[src/rtl/vdc_pkg.sv]
/*
 * Package for the video converter input coder: widths, control struct,
 * segment pattern struct and the nominal output levels in millivolts.
 * Assumes a single clock domain and a synchronous active-low reset.
 */
package vdc_pkg;
	localparam int VDC_DATA_W = 10;
	localparam int VDC_MSB_W = 6;
	localparam int VDC_LSB_W = 4;
	localparam int VDC_SEG_N = 63;
	localparam int VDC_STAGE_N = 67;
	localparam int VDC_FIFO_DEPTH = 4;
	// Nominal output levels, used by the level estimate in the coder.
	localparam int VDC_WHITE_MV = 5000;
	localparam int VDC_BLACK_MV = 4000;
	localparam int VDC_BLANK_MV = 3919;
	localparam int VDC_SYNC_MV = 3486;
	localparam logic [15:0] VDC_MV_RESET = 16'h0fa0;

	typedef struct packed {
		logic sync;
		logic blank;
		logic inverse;
		logic [VDC_DATA_W-1:0] data;
	} vdc_pixel_t;

	typedef struct packed {
		logic [VDC_SEG_N-1:0] seg;
		logic [VDC_LSB_W-1:0] lsb;
		logic blank_sw;
		logic sync_sw;
	} vdc_switch_t;
endpackage
[src/rtl/vdc_coder.sv]
/*
 * Input coder of a 10-bit video converter: buffers pixels, decodes the upper
 * six bits into a 63-line thermometer, applies sync, blank and inverse, and
 * latches the whole switch pattern in one register stage.
 * Assumes the pixel source drives synchronous inputs and that the falling
 * conversion edge is modelled by clk rising; data bit 9 of the port is the
 * source's input bit 0 (MSB).
 */
module vdc_coder
	import vdc_pkg::*;
#(
	parameter int FIFO_DEPTH = VDC_FIFO_DEPTH
) (
	input wire logic clk,
	input wire logic rst_b,
	input wire logic pix_valid,
	output logic pix_ready,
	input wire vdc_pixel_t pix_in,
	output vdc_switch_t sw_out,
	output logic sw_valid,
	output logic [15:0] level_mv
);
	localparam int PW = $bits(vdc_pixel_t);

	// Elaboration check: the buffer must hold at least two words.
	if (FIFO_DEPTH < 2) begin : g_depth_bad
		$error("vdc_coder needs a FIFO depth of at least two.");
	end

	typedef struct packed {
		vdc_switch_t sw;
		logic valid;
		logic [15:0] mv;
		logic rdy;
	} vdc_state_t;

	vdc_state_t st_q, st_d;
	logic f_in_ready, f_valid;
	logic [PW-1:0] f_data;
	vdc_pixel_t px;

	// Buffer the pixel stream; the converter drains one word per cycle.
	// Its ready output is still watched, so a stalled drain would be caught.
	vdc_fifo #(
		.WIDTH(PW),
		.DEPTH(FIFO_DEPTH)
	) u_fifo (
		.clk(clk),
		.rst_b(rst_b),
		.in_valid(pix_valid),
		.in_ready(f_in_ready),
		.in_data(pix_in),
		.out_valid(f_valid),
		.out_ready(1'b1),
		.out_data(f_data)
	);

	assign px = vdc_pixel_t'(f_data);

	// Thermometer decode: line i is on when the code exceeds i.
	// Lines fill from line 0 upward, so a code change moves only one boundary.
	function automatic logic [VDC_SEG_N-1:0] thermo(input logic [VDC_MSB_W-1:0] code);
		logic [VDC_SEG_N-1:0] t;
		t = '0;
		for (int i = 0; i < VDC_SEG_N; i++)
			t[i] = (7'(code) > 7'(i));
		return t;
	endfunction

	// Estimated nominal level, linear from black at code zero to white at full code.
	// It is a guide for checks only; the analog stage and its tolerances are not modelled.
	function automatic logic [15:0] gray_mv(input logic [VDC_DATA_W-1:0] code);
		int unsigned v;
		v = VDC_BLACK_MV + (int'(code) * (VDC_WHITE_MV - VDC_BLACK_MV)) / ((1 << VDC_DATA_W) - 1);
		return 16'(v);
	endfunction

	// Next switch pattern from the buffered pixel.
	always_comb begin
		logic [VDC_DATA_W-1:0] eff;
		logic [VDC_DATA_W-1:0] on_bits;
		eff = '0;
		on_bits = '0;
		st_d = st_q;
		st_d.rdy = 1'b1;
		st_d.valid = f_valid;
		if (f_valid) begin
			// Bits given as brightness; inverse flips the code only.
			eff = px.inverse ? ~px.data : px.data;
			// A switch on lowers the output, so switches are the inverted code.
			on_bits = ~eff;
			st_d.sw.seg = thermo(on_bits[VDC_DATA_W-1 -: VDC_MSB_W]);
			st_d.sw.lsb = on_bits[VDC_LSB_W-1:0];
			st_d.sw.blank_sw = 1'b0;
			st_d.sw.sync_sw = 1'b0;
			st_d.mv = gray_mv(eff);
			if (px.sync) begin
				// Sync ignores data, blank and inverse alike.
				st_d.sw.seg = '1;
				st_d.sw.lsb = '1;
				// Blank stays on under sync: the sync level sits below blank.
				st_d.sw.blank_sw = 1'b1;
				st_d.sw.sync_sw = 1'b1;
				st_d.mv = 16'(VDC_SYNC_MV);
			end else if (px.blank) begin
				st_d.sw.seg = '1;
				st_d.sw.lsb = '1;
				st_d.sw.blank_sw = 1'b1;
				st_d.mv = 16'(VDC_BLANK_MV);
			end
		end
	end

	// One register stage for all 67 lines plus controls.
	// Data and controls share this stage, so a control never lands a pixel early or late.
	// The cost is one cycle of latency on top of the buffer, which a pixel stream tolerates.
	always_ff @(posedge clk) begin
		if (!rst_b) begin
			st_q <= '0;
			st_q.mv <= VDC_MV_RESET;
		end else begin
			st_q <= st_d;
		end
	end

	// Every output is a register bit. The buffer is popped on each cycle it holds a word,
	// so it never fills and ready comes from the state alone; a_ready_room keeps watch.
	assign sw_out = st_q.sw;
	assign sw_valid = st_q.valid;
	assign level_mv = st_q.mv;
	assign pix_ready = st_q.rdy;

	// Popcount target for the thermometer: the on-switch value of the upper six bits.
	function automatic logic [VDC_MSB_W-1:0] on_msb(input vdc_pixel_t p);
		return p.inverse ? p.data[VDC_DATA_W-1 -: VDC_MSB_W] :
			~p.data[VDC_DATA_W-1 -: VDC_MSB_W];
	endfunction
endmodule

[src/rtl/vdc_fifo.sv]
/*
 * Small synchronous FIFO with valid/ready on both sides.
 * Assumes one clock and a synchronous active-low reset.
 */
module vdc_fifo #(
	parameter int WIDTH = 13,
	parameter int DEPTH = 4
) (
	input wire logic clk,
	input wire logic rst_b,
	input wire logic in_valid,
	output logic in_ready,
	input wire logic [WIDTH-1:0] in_data,
	output logic out_valid,
	input wire logic out_ready,
	output logic [WIDTH-1:0] out_data
);
	localparam int AW = (DEPTH > 1) ? $clog2(DEPTH) : 1;

	// Elaboration check: pointers wrap by overflow, so the depth must be a power of two.
	if (DEPTH < 2 || (DEPTH & (DEPTH - 1)) != 0 || WIDTH < 1) begin : g_shape_bad
		$error("vdc_fifo needs a power-of-two depth of at least two.");
	end

	typedef struct packed {
		logic [AW-1:0] wp;
		logic [AW-1:0] rp;
		logic [AW:0] cnt;
	} vdc_fifo_state_t;

	vdc_fifo_state_t st_q, st_d;
	logic [WIDTH-1:0] mem [DEPTH];
	logic push, pop;

	assign in_ready = (st_q.cnt != (AW+1)'(DEPTH));
	assign out_valid = (st_q.cnt != '0);
	assign out_data = mem[st_q.rp];
	assign push = in_valid && in_ready;
	assign pop = out_valid && out_ready;

	// Pointer and count update; simultaneous push and pop keep the count.
	always_comb begin
		st_d = st_q;
		if (push)
			st_d.wp = st_q.wp + 1'b1;
		if (pop)
			st_d.rp = st_q.rp + 1'b1;
		if (push && !pop)
			st_d.cnt = st_q.cnt + 1'b1;
		else if (pop && !push)
			st_d.cnt = st_q.cnt - 1'b1;
	end

	always_ff @(posedge clk) begin
		if (!rst_b)
			st_q <= '0;
		else
			st_q <= st_d;
	end

	// Storage has no reset; only written words are ever read.
	always_ff @(posedge clk) begin
		if (push)
			mem[st_q.wp] <= in_data;
	end
endmodule

[config.mk]
export PLATFORM = sky130hd
export DESIGN_NAME = vdc_coder
export DESIGN_NICKNAME = d
export VERILOG_FILES = /design/src/rtl/vdc_pkg.sv /design/src/rtl/vdc_coder.sv /design/src/rtl/vdc_fifo.sv
export SDC_FILE = /design/constraint.sdc
export NUM_CORES = 1
export LEC_CHECK = 0
export CORE_ASPECT_RATIO = 0.6
export CORE_MARGIN = 4
export CORE_UTILIZATION = 50
export DETAILED_ROUTE_END_ITERATION = 16
export DONT_BUFFER_PORTS = 1
export HOLD_SLACK_MARGIN = 0.15
export PLACE_DENSITY = 0.74
export SLEW_MARGIN = 20
export SYNTH_ARGS = -nofsm -noshare
export SYNTH_HDL_FRONTEND = slang
export SYNTH_HIERARCHICAL = 1
export SYNTH_SLANG_ARGS = --single-unit
[constraint.sdc]
create_clock -name clk -period 11.8 [get_ports clk]
set_input_delay 1.18 -clock clk [delete_from_list [all_inputs] [get_ports clk]]
set_output_delay 1.18 -clock clk [all_outputs]
set_load 0.01 [all_outputs]
==> flow_summary.yaml, run 1 <==
status:
  status: "completed"
drt:
  drt_iter0_drc: 1088
  ant_nets: 0
  routedWlPerCell_um: 21.0
  drt-vias-per-instance: 6.49
  routed_wl_um: 30300
  drc: 0
  dr.pass1.iters: 6
  vias: 9382
global_route:
  track_usage_pct: 24.6
  antenna_found_initial: 0
  gr-total-overflow: 0
  grt_max_degree: 89
  grt_pass1_vias: 8497
  grt_pass1_wl_um: 47900
floorplanning:
  ios: 103
  die_area_um2: 24100
  core_region_area_um2: 21100
  die_h_um: 122
  start_util_pct: 51.1
  fp.dieW_um: 198
  row_count: 41
place:
  dp_hpwl_um: 22600
  place.gp.congestion: 1.05
  portBuffers: 0
  postPlaceCellArea_um2: 11000
  dp.cells: 1409
  dpl_worst_slack_ps: 177
cells_and_area:
  final_design_area_no_fill_um2: 11700
  area_growth_pct: 8.27
  nets: 1261
  fill_cells: 1853
  drive_gt1_share_pct: 13.0
  antenna_cells: 0
  fin_cells: 1446
critical_path:
  r2r_setup_slack_ps: 520
  crit_path_end_kind: "flop"
  start_kind: "flop"
  slowest_delay_ps: 730
  critical_path_arrival_ps: 11630
  required_ps: 12150
  reg2regPathDepth: 36
  crit_type: "flop to flop"
  worstReg2RegEnd: "level_mv[0]"
  cp_max_fo: 15
  crit_slowest_cell: "mux4_2"
yosys:
  synth_cells: 1178
  syn_area_um2: 10800
  yosys_warnings: 6
  syn_area_per_cell_um2: 9.17
timing:
  setup_slack_ps: 518
  skew_ps: 13.7
  fmax_mhz: 88.6
  final.min_clock_period_ps: 11280
  slew_violations: 0
  setup_violations: 0
  worst_pin_slew_ps: 1150
  period_share_pct: 95.6
  finalHoldViolations: 0
  max_slew_margin_pct: 23.3
min_path:
  min_path_type: "flop to flop"
  holdCritStartpoint: "u_fifo/st_q[5]"
  holdPathEnd: "u_fifo/st_q[5]"
  min_path_cells: 2
clock_tree:
  cts_hold_buf: 0
  clk_path_buf_depth: 2
  cts_tree: "built"
  htree_levels: 4
  path_clk_slew_ps: 60
  clkLatencyLatePin_ps: 430
  cts_buffers: 17
  cts-root-buf: "clkbuf_16"
  cts.sinks: 145
flow_run:
  maxCapViolCount: 0
-- critical path, delay by kind of cell, from the launching register on --
family / cells / cell delay (ps)
xor gates and xnor gates: 1 / 230
AOI/OAI and AO/OA: 15 / 4390
and+or+nand+nor: 7 / 2040
muxes: 2 / 1000
buffers and inverters: 5 / 410
adders and majority gates: 6 / 2740
DFF: 1 / 370
-- sequential cells by signal (all words and copies together) (netlist names), named ones only --
signal       cells
sw_valid         1
level_mv        13
u_fifo/mem      52
u_fifo/st_q      7
sw_out          69
pix_ready        1
-- routing by layer --
layer  global-route usage, %  wire length (µm)  vias up  share of wire [%]
met5                       0                 0        -                  0
met4                    4.17               287        0               0.95
met3                    10.1              4190       36                 14
met2                    31.6             11700      522                 39
met1                    38.4             14100     4503                 47
li1                        -                 -     4321                  -
-- worst max-delay path by stage --
stage | start | endpoint | cells past startpoint
detailed placement | flop | level_mv[0] | 34
global placement | flop | level_mv[0] | 35
finish | flop | level_mv[0] | 36
global route | flop | level_mv[0] | 35
floorplan | flop | level_mv[0] | 40
CTS | flop | level_mv[0] | 34
-- repair_timing --
action | in CTS | in global routing
setup endpoints to repair | 0 | 4
resized for setup | 0 | 16
setup buffers | 0 | 5
-- metrics by stage --
stage	TNS [ps]	hold slack, ps	util (%)
detailed placement	0	493	51.9
global placement	0	485	51.9
finish	0	503	55.3
floorplan	0	468	-
CTS	0	506	54.8
global route	-2.10	533	55.3
-- area by class of cell --
cell class                 instances  area (µm²)  share of cell area [%]
inverter                          64         240                    2.05
timing repair buffer              25         188                    1.60
sequential                       145        3420                    29.3
clock buffer                      17         425                    3.64
clock inverter                    15         184                    1.57
tap                              279         349                    2.98
multi-input combinational        901        6890                    58.9
-- layout by cell type (no fill, tap or decap), types with 9 or more instances in the layout --
cell type / instances
dfxtp_1: 93
nand3_1: 34
buf_4: 25
o21ai_0: 87
nand2b_1: 13
xor2_1: 18
o221a_2: 17
a21oi_1: 92
a21o_1: 16
fa_1: 28
nor3_1: 16
a31oi_1: 16
clkbuf_16: 17
o211ai_1: 20
and2_1: 18
nor2_1: 64
nor4_1: 13
nand2_1: 93
inv_1: 64
edfxtp_1: 52
nor2b_1: 16
o21a_1: 12
nand4_1: 9
a211oi_1: 14
ha_1: 63
mux4_2: 11
xnor2_1: 24
Power of run 1 is left out: the tool's default activity adds up to more than one toggle a clock period on the data nets, which glitch-free logic cannot reach.
==> inputs of run 2 (changes only) <==
--- a/config.mk
+++ b/config.mk
@@ -5,6 +5,7 @@
 export SDC_FILE = /design/constraint.sdc
 export NUM_CORES = 1
 export LEC_CHECK = 0
+export ABC_AREA = 1
 export CORE_ASPECT_RATIO = 0.6
 export CORE_MARGIN = 4
 export CORE_UTILIZATION = 50
==> flow_summary.yaml, run 2 <==
cells_and_area:
  final_design_area_no_fill_um2: 12100
  final_common_cell: "nand2_1"
  largest_reg_flops: 69
  multi_input_area_um2: 6680
  layout_common_cells: "339 x nand2_1, 213 x inv_1, 134 x nor2_1"
  seq_area_um2: 3430
  antenna_cells: 0
  drive_gt1_share_pct: 11.2
  fin_cells: 1852
  area_growth_pct: 7.74
  nets: 1660
  fill_cells: 2098
drt:
  drc: 0
  drt_iter0_drc: 1209
  ant_nets: 0
  drt-vias-per-instance: 5.67
  routed_wl_um: 31500
  dr.pass1.iters: 5
  routedWlPerCell_um: 17.0
  vias: 10500
critical_path:
  r2r_setup_slack_ps: 900
  cp_num_buf_inv: 11
  crit_path_end_kind: "flop"
  crit_slowest_cell: "fa_1"
  cp_top_family: "simple AND/OR/NAND/NOR gates"
  reg2regPathDepth: 71
  crit_type: "flop to flop"
  cp_max_fo: 26
  required_ps: 12100
  cp.depth: 71
  path_common_cell: "nand2_1"
  start_kind: "flop"
  endpoint: "level_mv[0]"
  worstReg2RegEnd: "level_mv[0]"
  critical_path_arrival_ps: 11200
  slowest_delay_ps: 560
yosys:
  synth_edf_count: 52
  synth_top_flop_cell: "dfxtp_1"
  synth_most_common_cell: "nand2_1"
  yosysSeqAreaShare_pct: 30.6
  synthArstFlopShare_pct: 0
  synth_cells: 1560
  syn_area_um2: 11200
  synth.distinct_cells: 58
  yosys_warnings: 6
  syn_area_per_cell_um2: 7.17
  yosysTopAreaCell: "dfxtp_1"
  synth_area_leaders: "dfxtp_1 17%, edfxtp_1 14%, nand2_1 11%"
  ys_ff_latch: 145
  synth_top_area_share_pct: 16.6
  synthTopCellsByCount: "339 x nand2_1, 213 x inv_1, 138 x nor2_1"
floorplanning:
  ios: 103
  start_util_pct: 50.8
  core_region_area_um2: 22000
  fp.dieW_um: 201
  die_h_um: 124
  die_area_um2: 24900
  row_count: 42
global_route:
  grt_max_degree: 72
  gr-total-overflow: 0
  grt_pass1_wl_um: 50500
  grt_use_met1_pct: 37.2
  antenna_found_initial: 0
  grt_use_met2_pct: 37.2
  use_met3_pct: 5.15
  track_usage_pct: 25.0
  grt_pass1_vias: 9368
  grt_most_used_layer: "met1"
timing:
  slew_violations: 0
  worst_pin_slew_ps: 847
  setup_violations: 0
  max_slew_margin_pct: 43.3
  fin_tns_setup_ps: 0
  fmax_mhz: 91.8
  finalHoldViolations: 0
  skew_ps: 11.2
  rsz0062_at_grt: "false"
  final.min_clock_period_ps: 10900
  period_share_pct: 92.3
clock_tree:
  cts_tree: "built"
  post_cts_buffers: 0
  cts.sinks: 145
  cts-root-buf: "clkbuf_16"
  path_clk_slew_ps: 60
  cts_buffers: 17
  clkLatencyLatePin_ps: 430
  htree_levels: 4
  clk_path_buf_depth: 2
status:
  status: "completed"
flow_run:
  maxCapViolCount: 0
place:
  postPlaceCellArea_um2: 11400
  portBuffers: 0
  place.gp.congestion: 0.994
  dp_hpwl_um: 24100
  dp.cells: 1820
min_path:
  min_path_type: "flop to flop"
[run 2: changes by cell type in the layout (fill, tap and decap cells not counted), sizes merged, moves of 14 or more]
cell    previous run  this run
a211oi            20         1
a31oi             18         4
a21o              16         1
nor2b             16         0
nor4              17         0
and2              21         3
nor3              22         8
o221a             17         0
inv               74       238
nor2              66       161
o21ai             92       148
nand2             94       386
xnor2             25        11
nand3             34       111
[run 2: stage by stage]
stage	setup WS [ps]	hold slack, ps	util (%)
floorplan	1970	464	-
global placement	466	487	51.8
detailed placement	322	503	51.8
CTS	268	513	54.4
global route	23.4	530	54.8
finish	905	512	54.8
[run 2: worst min-delay path by stage]
stage	end	slack, ps	startpoint	cells past startpoint
floorplan	flop	460	u_fifo/st_q[4]	2
global placement	u_fifo/st_q[3]	490	u_fifo/st_q[3]	2
detailed placement	flop	500	u_fifo/st_q[4]	2
CTS	u_fifo/st_q[4]	510	u_fifo/st_q[4]	2
global route	flop	530	u_fifo/st_q[4]	2
finish	flop	510	u_fifo/st_q[4]	2
[run 2: what timing repair did]
action,in CTS,in global routing
hold buffers,0,0
hold endpoints to repair,0,0
gates resized for setup,0,16
endpoints found under the setup margin,0,4
[run 2: cells by family (layout without fill, tap and decap cells)]
group	after synthesis	count (layout)	share of synthesized area, %
xor+xnor	21	21	1.78
fa+ha+maj	91	91	12.1
flops	145	145	30.6
buf+inv	285	286	10.5
simple gates	696	696	28.9
compound gates	320	320	16.0
other cells	2	7	0.0671
[run 2: layer usage]
| layer | wire [µm] | vias up |
|---|---|---|
| li1 | - | 5087 |
| met1 | 14900 | 4894 |
| met2 | 13300 | 491 |
| met3 | 2800 | 38 |
| met4 | 501 | 0 |
| met5 | 0 | - |
[run 2: cell type report]
type	instances	area share (%)
clock buffer	19	3.59
clock inverter	13	1.13
inverter	239	7.52
multi-input combinational	1135	55.4
sequential	145	28.4
tap	286	2.97
timing repair buffer	15	0.965
[run 2: worst register-to-register path, delay by kind of cell (launching register included)]
kind / cells / cell delay [ps]
and+or+nand+nor: 50 / 6100
adders and majority gates: 6 / 2470
buffers and inverters: 11 / 1320
DFF: 1 / 410
AOI/OAI and AO/OA: 3 / 410
xor gates and xnor gates: 1 / 110
Power of run 2 is left out for the same reason.
